File: config.mk
export PLATFORM = sky130hd
export DESIGN_NAME = csr_regs
export DESIGN_NICKNAME = d
export VERILOG_FILES = /design/src/inc/csr_pkg.sv /design/src/core/csr_regs.sv
export VERILOG_INCLUDE_DIRS = /design/src /design/src/inc
export SDC_FILE = /design/constraint.sdc
export NUM_CORES = 1
export LEC_CHECK = 0
export ABC_CLOCK_PERIOD_IN_PS = 2990
export BUFFER_PORTS_ARGS = -buffer_cell sky130_fd_sc_hd__buf_4
export CORE_UTILIZATION = 43
export CTS_CLUSTER_DIAMETER = 30
export CTS_CLUSTER_SIZE = 16
export DETAILED_ROUTE_END_ITERATION = 10
export PLACE_DENSITY = 0.68
export SLEW_MARGIN = 20
export SYNTH_ARGS = -nofsm -noshare
export SYNTH_HDL_FRONTEND = slang
export SYNTH_SLANG_ARGS = --single-unit
File: constraint.sdc
create_clock -name clk -period 2.99 [get_ports clk]
set_clock_uncertainty 0.2 [all_clocks]
set_input_delay 0.598 -clock clk [delete_from_list [all_inputs] [get_ports clk]]
set_output_delay 0.598 -clock clk [all_outputs]
set_load 0.02 [all_outputs]
File: src/inc/csr_consts.svh
`ifndef CSR_CONSTS_SVH
`define CSR_CONSTS_SVH
// Seven-bit slave address of the device
`define CSR_DEV_ADDR 7'h48
// Register subaddresses
`define CSR_A_STATUS 8'h00
`define CSR_A_VTERM 8'h02
`define CSR_A_ICUR 8'h04
`define CSR_A_UNLOCK 8'h11
`define CSR_A_NVCTRL 8'h12
// Status bit positions
`define CSR_B_OV 7
`define CSR_B_TSD 3
`define CSR_B_UV 1
`define CSR_FAULT_MASK 8'h88
`define CSR_WARN_ONLY 8'h02
// Field positions in the configuration registers
`define CSR_VTERM_LSB 3
`define CSR_VTERM_MSB 5
`define CSR_ICUR_LSB 4
`define CSR_ICUR_MSB 7
// Control bit position in unlock and program registers
`define CSR_B_CTRL 0
// Reset values
`define CSR_STATUS_RST 8'h00
`define CSR_ZERO8 8'h00
// Bits per byte on the serial link
`define CSR_BYTE_BITS 4'h8
`define CSR_CNT_ONE 4'h1
`define CSR_SUB_STEP 8'h01
`endif

File: src/inc/csr_pkg.sv
package csr_pkg;
   // Serial engine states
   typedef enum logic [3:0] {
      csr_st_idle, csr_st_addr, csr_st_ack_addr, csr_st_sub, csr_st_ack_sub,
      csr_st_wr, csr_st_ack_wr, csr_st_rd, csr_st_ack_rd
   } csr_state_e;
   // Values exchanged with the nonvolatile store
   typedef struct packed {
      logic [2:0] vterm;
      logic [3:0] charge_current_code;
   } csr_nv_cfg_s;
   // Detector levels from the protection circuits
   typedef struct packed {
      logic output_overvoltage_flag;
      logic thermal_shutdown_flag;
      logic input_undervoltage_flag;
   } csr_events_s;
endpackage : csr_pkg

File: src/core/csr_regs.sv
`timescale 1ns/100ps
`include "csr_consts.svh"
// Function
// - Answer as serial slave at seven-bit address 48 hex.
// - Acknowledge a matching address byte by pulling data low.
// - Status register resets to zero and ignores writes.
// - Over-voltage and thermal flags are faults and pull fault pin low.
// - Under-voltage flag is a warning and never pulls the fault pin.
// - Reading the status register clears all status bits whose event is no longer present.
// - Fault pin releases only after a read cleared every fault bit.
// - Configuration and program registers locked until unlock bit is one.
// - Unlock register resets to zero; only bit zero is writable.
// - Unlock bit gates reads and writes of 02 and 04.
// - Register 02 holds the three-bit termination voltage code.
// - Register 04 holds the four-bit maximum charge current code.
// - Program register resets to zero; only bit zero is writable.
// - Writing one to program bit starts storing registers 2 and 4.
module csr_regs (
   input wire logic clk,
   input wire logic rst,
   input wire logic scl_in,
   input wire logic sda_in,
   output logic sda_out,
   output logic sda_oe_n,
   output logic fault_out_n,
   output logic fault_oe_n,
   input wire csr_pkg::csr_events_s event_in,
   input wire csr_pkg::csr_nv_cfg_s nv_cfg_in,
   output csr_pkg::csr_nv_cfg_s nv_cfg_out,
   output logic nonvolatile_program_bit,
   output logic nv_prog_start
);
   import csr_pkg::*;

   logic scl_m, scl_s, scl_d, sda_m, sda_s, sda_d;
   csr_events_s evt_m, evt_s;
   logic scl_rise, scl_fall, start_det, stop_det;
   csr_state_e state;
   logic [3:0] bit_cnt;
   logic [7:0] shift;
   logic [7:0] sub_addr;
   logic rw_bit, master_nack;
   logic [7:0] status, next_status, evt_bits, rd_data;
   logic cfg_unlocked, load_pending;
   logic wr_now, rd_load_now, status_clr, cfg_addr, any_evt;

   // ----------------------------------------------------------
   // Input synchronisers
   // ----------------------------------------------------------
   // Pins and analog detectors are asynchronous to clk
   always_ff @(posedge clk or posedge rst) begin
      if (rst) begin
         scl_m <= 1'b1;
         scl_s <= 1'b1;
         scl_d <= 1'b1;
         sda_m <= 1'b1;
         sda_s <= 1'b1;
         sda_d <= 1'b1;
         evt_m <= '0;
         evt_s <= '0;
      end else begin
         scl_m <= scl_in;
         scl_s <= scl_m;
         scl_d <= scl_s;
         sda_m <= sda_in;
         sda_s <= sda_m;
         sda_d <= sda_s;
         evt_m <= event_in;
         evt_s <= evt_m;
      end
   end

   // Bus conditions seen on the synchronised lines
   assign scl_rise = scl_s & ~scl_d;
   assign scl_fall = ~scl_s & scl_d;
   assign start_det = scl_s & scl_d & sda_d & ~sda_s;
   assign stop_det = scl_s & scl_d & ~sda_d & sda_s;

   // ----------------------------------------------------------
   // Access decode
   // ----------------------------------------------------------
   // A byte is written at the falling edge that ends its eighth bit
   assign wr_now = scl_fall && (state == csr_st_wr) && (bit_cnt == `CSR_BYTE_BITS);
   // A read byte is fetched when the preceding acknowledge ends
   assign rd_load_now = scl_fall && (((state == csr_st_ack_addr) && rw_bit) ||
                                     ((state == csr_st_ack_rd) && !master_nack));
   assign status_clr = rd_load_now && (sub_addr == `CSR_A_STATUS);
   assign cfg_addr = (sub_addr == `CSR_A_VTERM) || (sub_addr == `CSR_A_ICUR) ||
                     (sub_addr == `CSR_A_NVCTRL);
   assign any_evt = |evt_bits;

   // Read multiplexer; locked and unmapped addresses give zero
   always_comb begin
      rd_data = `CSR_ZERO8;
      case (sub_addr)
         `CSR_A_STATUS: rd_data = status;
         `CSR_A_VTERM: if (cfg_unlocked)
            rd_data[`CSR_VTERM_MSB:`CSR_VTERM_LSB] = nv_cfg_out.vterm;
         `CSR_A_ICUR: if (cfg_unlocked)
            rd_data[`CSR_ICUR_MSB:`CSR_ICUR_LSB] = nv_cfg_out.charge_current_code;
         `CSR_A_UNLOCK: rd_data[`CSR_B_CTRL] = cfg_unlocked;
         `CSR_A_NVCTRL: if (cfg_unlocked)
            rd_data[`CSR_B_CTRL] = nonvolatile_program_bit;
         default: rd_data = `CSR_ZERO8;
      endcase
   end

   // ----------------------------------------------------------
   // Serial slave engine
   // ----------------------------------------------------------
   // Subaddress auto-increments so bursts walk the map
   always_ff @(posedge clk or posedge rst) begin
      if (rst) begin
         state <= csr_st_idle;
         bit_cnt <= '0;
         shift <= '0;
         sub_addr <= '0;
         rw_bit <= 1'b0;
         master_nack <= 1'b0;
         sda_oe_n <= 1'b1;
      end else if (start_det) begin
         // Repeated start keeps the subaddress for a following read
         state <= csr_st_addr;
         bit_cnt <= '0;
         sda_oe_n <= 1'b1;
      end else if (stop_det) begin
         state <= csr_st_idle;
         sda_oe_n <= 1'b1;
      end else if (scl_rise) begin
         unique case (state)
            csr_st_addr, csr_st_sub, csr_st_wr: begin
               shift <= {shift[6:0], sda_s};
               bit_cnt <= bit_cnt + `CSR_CNT_ONE;
            end
            csr_st_ack_rd: master_nack <= sda_s;
            default: ;
         endcase
      end else if (scl_fall) begin
         unique case (state)
            csr_st_idle: ;
            csr_st_addr: if (bit_cnt == `CSR_BYTE_BITS) begin
               bit_cnt <= '0;
               if (shift[7:1] == `CSR_DEV_ADDR) begin
                  state <= csr_st_ack_addr;
                  rw_bit <= shift[0];
                  sda_oe_n <= 1'b0;
               end else begin
                  state <= csr_st_idle;
               end
            end
            csr_st_ack_addr: if (rw_bit) begin
               state <= csr_st_rd;
               shift <= rd_data;
               sda_oe_n <= rd_data[7];
               bit_cnt <= `CSR_CNT_ONE;
            end else begin
               state <= csr_st_sub;
               sda_oe_n <= 1'b1;
            end
            csr_st_sub: if (bit_cnt == `CSR_BYTE_BITS) begin
               sub_addr <= shift;
               state <= csr_st_ack_sub;
               sda_oe_n <= 1'b0;
               bit_cnt <= '0;
            end
            csr_st_ack_sub, csr_st_ack_wr: begin
               state <= csr_st_wr;
               sda_oe_n <= 1'b1;
            end
            csr_st_wr: if (bit_cnt == `CSR_BYTE_BITS) begin
               // Every data byte is acknowledged, even when ignored
               state <= csr_st_ack_wr;
               sda_oe_n <= 1'b0;
               bit_cnt <= '0;
               sub_addr <= sub_addr + `CSR_SUB_STEP;
            end
            csr_st_rd: if (bit_cnt == `CSR_BYTE_BITS) begin
               state <= csr_st_ack_rd;
               sda_oe_n <= 1'b1;
               sub_addr <= sub_addr + `CSR_SUB_STEP;
            end else begin
               sda_oe_n <= shift[6];
               shift <= {shift[6:0], 1'b0};
               bit_cnt <= bit_cnt + `CSR_CNT_ONE;
            end
            csr_st_ack_rd: if (master_nack) begin
               state <= csr_st_idle;
            end else begin
               state <= csr_st_rd;
               shift <= rd_data;
               sda_oe_n <= rd_data[7];
               bit_cnt <= `CSR_CNT_ONE;
            end
         endcase
      end
   end

   // ----------------------------------------------------------
   // Status flags and fault pin
   // ----------------------------------------------------------
   // Set wins over a clear in the same cycle so no event is lost
   always_comb begin
      evt_bits = `CSR_ZERO8;
      evt_bits[`CSR_B_OV] = evt_s.output_overvoltage_flag;
      evt_bits[`CSR_B_TSD] = evt_s.thermal_shutdown_flag;
      evt_bits[`CSR_B_UV] = evt_s.input_undervoltage_flag;
      next_status = status_clr ? `CSR_ZERO8 : status;
      next_status = next_status | evt_bits;
   end

   // Writes never reach the status register
   always_ff @(posedge clk or posedge rst) begin
      if (rst) begin
         status <= `CSR_STATUS_RST;
      end else begin
         status <= next_status;
      end
   end

   // Pin follows the fault bits only, so a warning never pulls it
   always_ff @(posedge clk or posedge rst) begin
      if (rst) begin
         fault_oe_n <= 1'b1;
         fault_out_n <= 1'b0;
         sda_out <= 1'b0;
      end else begin
         fault_oe_n <= ((next_status & `CSR_FAULT_MASK) == `CSR_ZERO8);
         fault_out_n <= 1'b0;
         sda_out <= 1'b0;
      end
   end

   // ----------------------------------------------------------
   // Configuration and nonvolatile control
   // ----------------------------------------------------------
   // Stored values are taken one cycle after reset release
   always_ff @(posedge clk or posedge rst) begin
      if (rst) begin
         load_pending <= 1'b1;
         nv_cfg_out <= '0;
         cfg_unlocked <= 1'b0;
         nonvolatile_program_bit <= 1'b0;
      end else if (load_pending) begin
         load_pending <= 1'b0;
         nv_cfg_out <= nv_cfg_in;
      end else if (wr_now) begin
         if (sub_addr == `CSR_A_UNLOCK) begin
            cfg_unlocked <= shift[`CSR_B_CTRL];
         end
         if (cfg_unlocked && cfg_addr) begin
            unique case (sub_addr)
               `CSR_A_VTERM: nv_cfg_out.vterm <= shift[`CSR_VTERM_MSB:`CSR_VTERM_LSB];
               `CSR_A_ICUR: nv_cfg_out.charge_current_code <= shift[`CSR_ICUR_MSB:`CSR_ICUR_LSB];
               default: nonvolatile_program_bit <= shift[`CSR_B_CTRL];
            endcase
         end
      end
   end

   // One pulse per accepted write of a one; the store copies nv_cfg_out
   always_ff @(posedge clk or posedge rst) begin
      if (rst) begin
         nv_prog_start <= 1'b0;
      end else begin
         nv_prog_start <= wr_now && cfg_unlocked && !load_pending &&
                          (sub_addr == `CSR_A_NVCTRL) && shift[`CSR_B_CTRL];
      end
   end

   // ----------------------------------------------------------
   // Assertions
   // ----------------------------------------------------------
   a_addr_ack: assert property (@(posedge clk) disable iff (rst)
      (scl_fall && !start_det && !stop_det && state == csr_st_addr && bit_cnt == `CSR_BYTE_BITS &&
       shift[7:1] == `CSR_DEV_ADDR) |=> (!sda_oe_n && state == csr_st_ack_addr))
      else $error("address byte not acknowledged");
   a_status_nowrite: assert property (@(posedge clk) disable iff (rst)
      (wr_now && !start_det && !stop_det && sub_addr == `CSR_A_STATUS && !any_evt && !status_clr)
      |=> $stable(status))
      else $error("status register changed by a write");
   a_fault_pulls: assert property (@(posedge clk) disable iff (rst)
      ((status & `CSR_FAULT_MASK) != `CSR_ZERO8) |-> !fault_oe_n)
      else $error("fault bit set but pin released");
   a_warn_only: assert property (@(posedge clk) disable iff (rst)
      (status == `CSR_WARN_ONLY) |-> fault_oe_n)
      else $error("warning pulled the fault pin");
   a_read_clears: assert property (@(posedge clk) disable iff (rst)
      (status_clr && !start_det && !stop_det && !any_evt) |=> (status == `CSR_ZERO8))
      else $error("status not cleared by read");
   a_fault_release: assert property (@(posedge clk) disable iff (rst)
      $rose(fault_oe_n) |-> $past(status_clr))
      else $error("fault pin released without a status read");
   a_cfg_locked: assert property (@(posedge clk) disable iff (rst)
      (wr_now && !cfg_unlocked && !load_pending) |=> ($stable(nv_cfg_out) && $stable(nonvolatile_program_bit)))
      else $error("locked configuration was written");
   a_unlock_bits: assert property (@(posedge clk) disable iff (rst)
      (sub_addr == `CSR_A_UNLOCK) |-> (rd_data[7:1] == 7'h00))
      else $error("unlock register upper bits not zero");
   a_prog_start: assert property (@(posedge clk) disable iff (rst)
      (wr_now && !start_det && !stop_det && cfg_unlocked && !load_pending && sub_addr == `CSR_A_NVCTRL &&
       shift[`CSR_B_CTRL]) |=> (nv_prog_start && nonvolatile_program_bit) ##1 !nv_prog_start)
      else $error("program start pulse wrong");
   a_powerup_load: assert property (@(posedge clk) disable iff (rst)
      $fell(load_pending) |-> (nv_cfg_out == $past(nv_cfg_in)))
      else $error("configuration not loaded at power-up");
   a_unmapped_zero: assert property (@(posedge clk) disable iff (rst)
      (sub_addr != `CSR_A_STATUS && sub_addr != `CSR_A_UNLOCK && !cfg_addr) |-> (rd_data == `CSR_ZERO8))
      else $error("unmapped address read nonzero");

endmodule : csr_regs

==> summary.md <==
In this run, the combinational gates consume 12.8% of the power. The Yosys step of the flow raised 0 warnings. The worst register-to-register path begins at scl_d. 0 antenna diodes ended up in the layout. The tools report the non-filler instance count after layout as 440. The run finished with clean final reports. The signal on the critical path passes through inv_1, ha_1, nor3b_1, a21oi_1, o221a_2, o41ai_1, o21ai_1, a22o_1.

STA classifies the critical path endpoint as a flop. Compared with the post-synthesis result, the final layout area differs by 10.9%. The post-cts sizing count was 0. Data on the critical path arrives at its endpoint at 2540 ps.

Summing every instance area after synthesis gives 3050 sq um. For the final setup violation count, the log shows 0. TritonCTS built the clock tree. The share of total power dissipated in sequential elements is 59.1%.

For the number of iterations in the first detailed-routing pass, the log shows 4. The critical path runs through a total of 8 cells. The clock buffer count from CTS was 5. The pin slew with the least headroom to its limit is 647 ps.

Summed over all instances, the cell type with the most area after synthesis is dfrtp_1. The post-cts hold buffer count is 0. The run gives 30 as the pin count of the biggest net entering global routing. Setup slack on the worst reg-to-reg path comes out at 450 ps. The launching instance or port of the critical path is scl_d.

The via count of the first global-routing pass was 2293. For the final count of hold timing violations, the log shows 0. Setup slack closes at 449 ps. The initial utilization of the core area, before any placement, comes to 44.6%.

For this run, the top clock speed supported by timing is 0.394 GHz. During I/O placement, the number of pins put on the boundary was 27. Cell internal power was estimated by the tool at 0.00103 W. In the final routed layout, each cell accounts on average for 14.9 um. Sorting the synthesized cells by area gives the leading types as dfrtp_1 37%, dfstp_2 7.8%, nand2_1 4.7%. VDD sags by at most 316 uV. The design draws 0.00143 W. The via count is 2447.

The library cell with the highest instance count after synthesis was dfrtp_1. For this run, the post-layout net count is 366. The final count of pins violating max slew came out at 0.

The area share of the largest cell type after synthesis came out at 36.9%. The headroom to the max-slew limit was 56.4%; the power share of the clock group was 28.1%. The type of the most critical hold path is input port to asynchronous set/reset pin.

From left edge to right edge, the die measures 86.2 um. The area inside the core boundary is 6830 sq um, and the total instance count after detailed placement is 432. The total DRC errors in the routed layout is 0, and the number of maximum-capacitance constraint violations is 0.

The first global-routing pass estimated 11.3 mm of wire. The mean instance size in the synthesized netlist came out at 9.47 sq um. The vias per cell is 5.56, and the switching share of power is 27.8%. The tools report the HPWL after detailed placement as 4.70 mm. The primary flip-flop cell chosen by synthesis mapping was dfrtp_1. Across every metal layer, demand over resource in global routing totals 19.1%. In the final layout, the share of cells above drive strength 1 is 18.6%. The minimum clock period works out to 2540 ps.

Along the worst path, the maximum fanout reaches 13. The number of buffers added on ports was 24; the net switching component of the power was 0.000398 W. Placer congestion estimate: 0.870.

Setup repair after global routing left no endpoint under its margin. In this run the number of H-tree levels came out at 2. The delay of the slowest critical-path stage works out to 550 ps. In this run the power density over the cells is 424 nW/um^2. The run gives 0 as the initial antenna violation count. The tools report the routed wire length as 6.57 mm.

Number of buffers and inverters on the critical path: 1. The later-pin clock latency in the skew report was 310 ps; the setup TNS after final layout was 0 ps. The endpoint of the most critical setup path was bit_cnt[3].

The number of cells on the worst reg-to-reg path was 8; the total number of clock tree sinks was 54. The kind of cell with the highest combined delay along the critical path is compound AO/OA/AOI/OAI gates. The worst setup path is of the flop to flop kind.

In the synthesized netlist, the cells that appear most often are 45 x dfrtp_1, 38 x nand2_1, 27 x o21ai_0, 18 x a21oi_1. Yosys mapped a number of flops with a built-in enable equal to 0. The post-CTS repair timing setup buffer count is 0. In the finished design, the share of the clock period the worst path needs comes to 85.0%.

The overall die area is 7430 sq um, and the critical path data required time is 2990 ps. In this run the core area contains 30 standard-cell rows. After clock tree synthesis, the clock-pin slew on the worst setup and hold paths is 100 ps. The worst register-to-register path ends at bit_cnt[3]. For the aggregate global routing overflow, the log shows 0. Before CTS, the worst setup slack after placement is 492 ps. The highest-delay cell along the critical path is dfstp_2. The register bit count reported by yosys works out to 54. For this design the static power due to leakage is 1.47 nW.

The worst hold slack came out at 148 ps. The clock root buffer master is clkbuf_8. The count of nets left with antenna violations once routing finished came out at 0. No sink is reached through more buffers than the 2 on the longest clock path. The number of distinct standard cells referenced by the synthesized netlist was 63.

The kind of start point of the critical path is a flop. In this run, the number of DRC markers left after iteration 0 of detailed routing was 253. From bottom edge to top edge, the die measures 86.2 um.

After synthesis, the share of flip-flops with an asynchronous set or reset is 100%. The share of the yosys chip area belonging to registers was 44.7%. For the synthesized netlist cell count, the log shows 322.
==> worst min path at each step <==
stage / from / end / depth (start not counted)
global route: evt_m[2] / evt_bits[7] / 0
CTS: evt_m[2] / evt_bits[7] / 0
floorplan: evt_m[0] / evt_bits[1] / 0
global placement: evt_m[0] / evt_bits[1] / 0
finish: rst / cfg_unlocked / 2
detailed placement: evt_m[2] / evt_bits[7] / 0
==> placed cells by master, fill, tap and decap left out, drive strengths merged, types with 2 or more instances in the layout <==
master,netlist,routed
ha,9,9
conb,1,3
a21oi,18,18
and2b,2,2
o22ai,2,2
mux2,5,5
and2,4,4
a21o,6,6
nand3b,3,3
and4,2,2
nand3,16,16
clkbuf,8,7
nor4,6,6
nand2,39,39
o21ai,31,31
a31oi,4,4
xor2,3,3
buf,9,30
nor2b,6,6
and3,4,4
nor2,16,16
mux2i,10,10
nor3b,3,3
dfstp,9,9
nand2b,6,6
a22o,5,5
nand4,5,5
o31ai,3,3
and3b,2,2
o311ai,2,2
o41ai,2,2
nor3,9,9
inv,9,9
dfrtp,45,45
==> power by group through the flow <==
| stage | Combinational, W | Sequential [W] | Clock, W |
|---|---|---|---|
| floorplan | 0.000121 | 0.000849 | 0 |
| global placement | 0.000181 | 0.000857 | 0 |
| detailed placement | 0.000185 | 0.000858 | 0 |
| CTS | 0.000185 | 0.000845 | 0.000416 |
| global route | 0.000207 | 0.000855 | 0.000444 |
| finish | 0.000184 | 0.000846 | 0.000403 |
==> kinds of logic after synthesis <==
logic type	Yosys count	share of synthesized area (%)
adders and majority gates	9	3.69
xor gates and xnor gates	4	1.15
muxes	15	5.13
AOI/OAI and AO/OA	81	16.4
and+or+nand+nor	131	23.9
other	1	0.123
buffers and inverters	27	4.93
DFF	54	44.7
==> worst register-to-register path, stage by stage (launching register included) <==
cell and delay (ps):
dfstp_2 550, inv_1 40, ha_1 290, nor3b_1 220
a21oi_1 60, o221a_2 290, o41ai_1 330, o21ai_1 190
a22o_1 260
==> layout make-up <==
class | instances | area, sq um
repair buffers | 30 | 238
fillers | 668 | 3450
flip-flops and latches | 54 | 1360
inverters | 9 | 33.8
clock inverters | 1 | 7.51
well taps | 96 | 120
clock buffers | 7 | 76.3
multi-input cells | 243 | 1540
==> flip-flops by register name, indices dropped and copies added (netlist names), 3 cells and up <==
| register | flops |
|---|---|
| state | 4 |
| nv_cfg_out | 7 |
| bit_cnt | 4 |
| shift | 8 |
| status | 3 |
| evt_m | 3 |
| sub_addr | 8 |
| evt_bits | 3 |
==> per-layer routing <==
layer | wire [um] | vias to the layer above | part of all wire, % | global-route usage (%)
li1 | - | 1201 | - | -
met1 | 3170 | 1183 | 48 | 28.2
met2 | 3010 | 59 | 46 | 29.1
met3 | 358 | 4 | 5.5 | 3.81
met4 | 36 | 0 | 0.55 | 4.09
met5 | 0 | - | 0 | 0
==> through the flow <==
step / cell area, sq um / util (%)
floorplan: 3060 / -
global placement: 3300 / 48.3
detailed placement: 3300 / 48.3
CTS: 3380 / 49.5
global route: 3380 / 49.5
finish: 3380 / 49.5
Note: power is estimated with default switching activity, not from simulation.
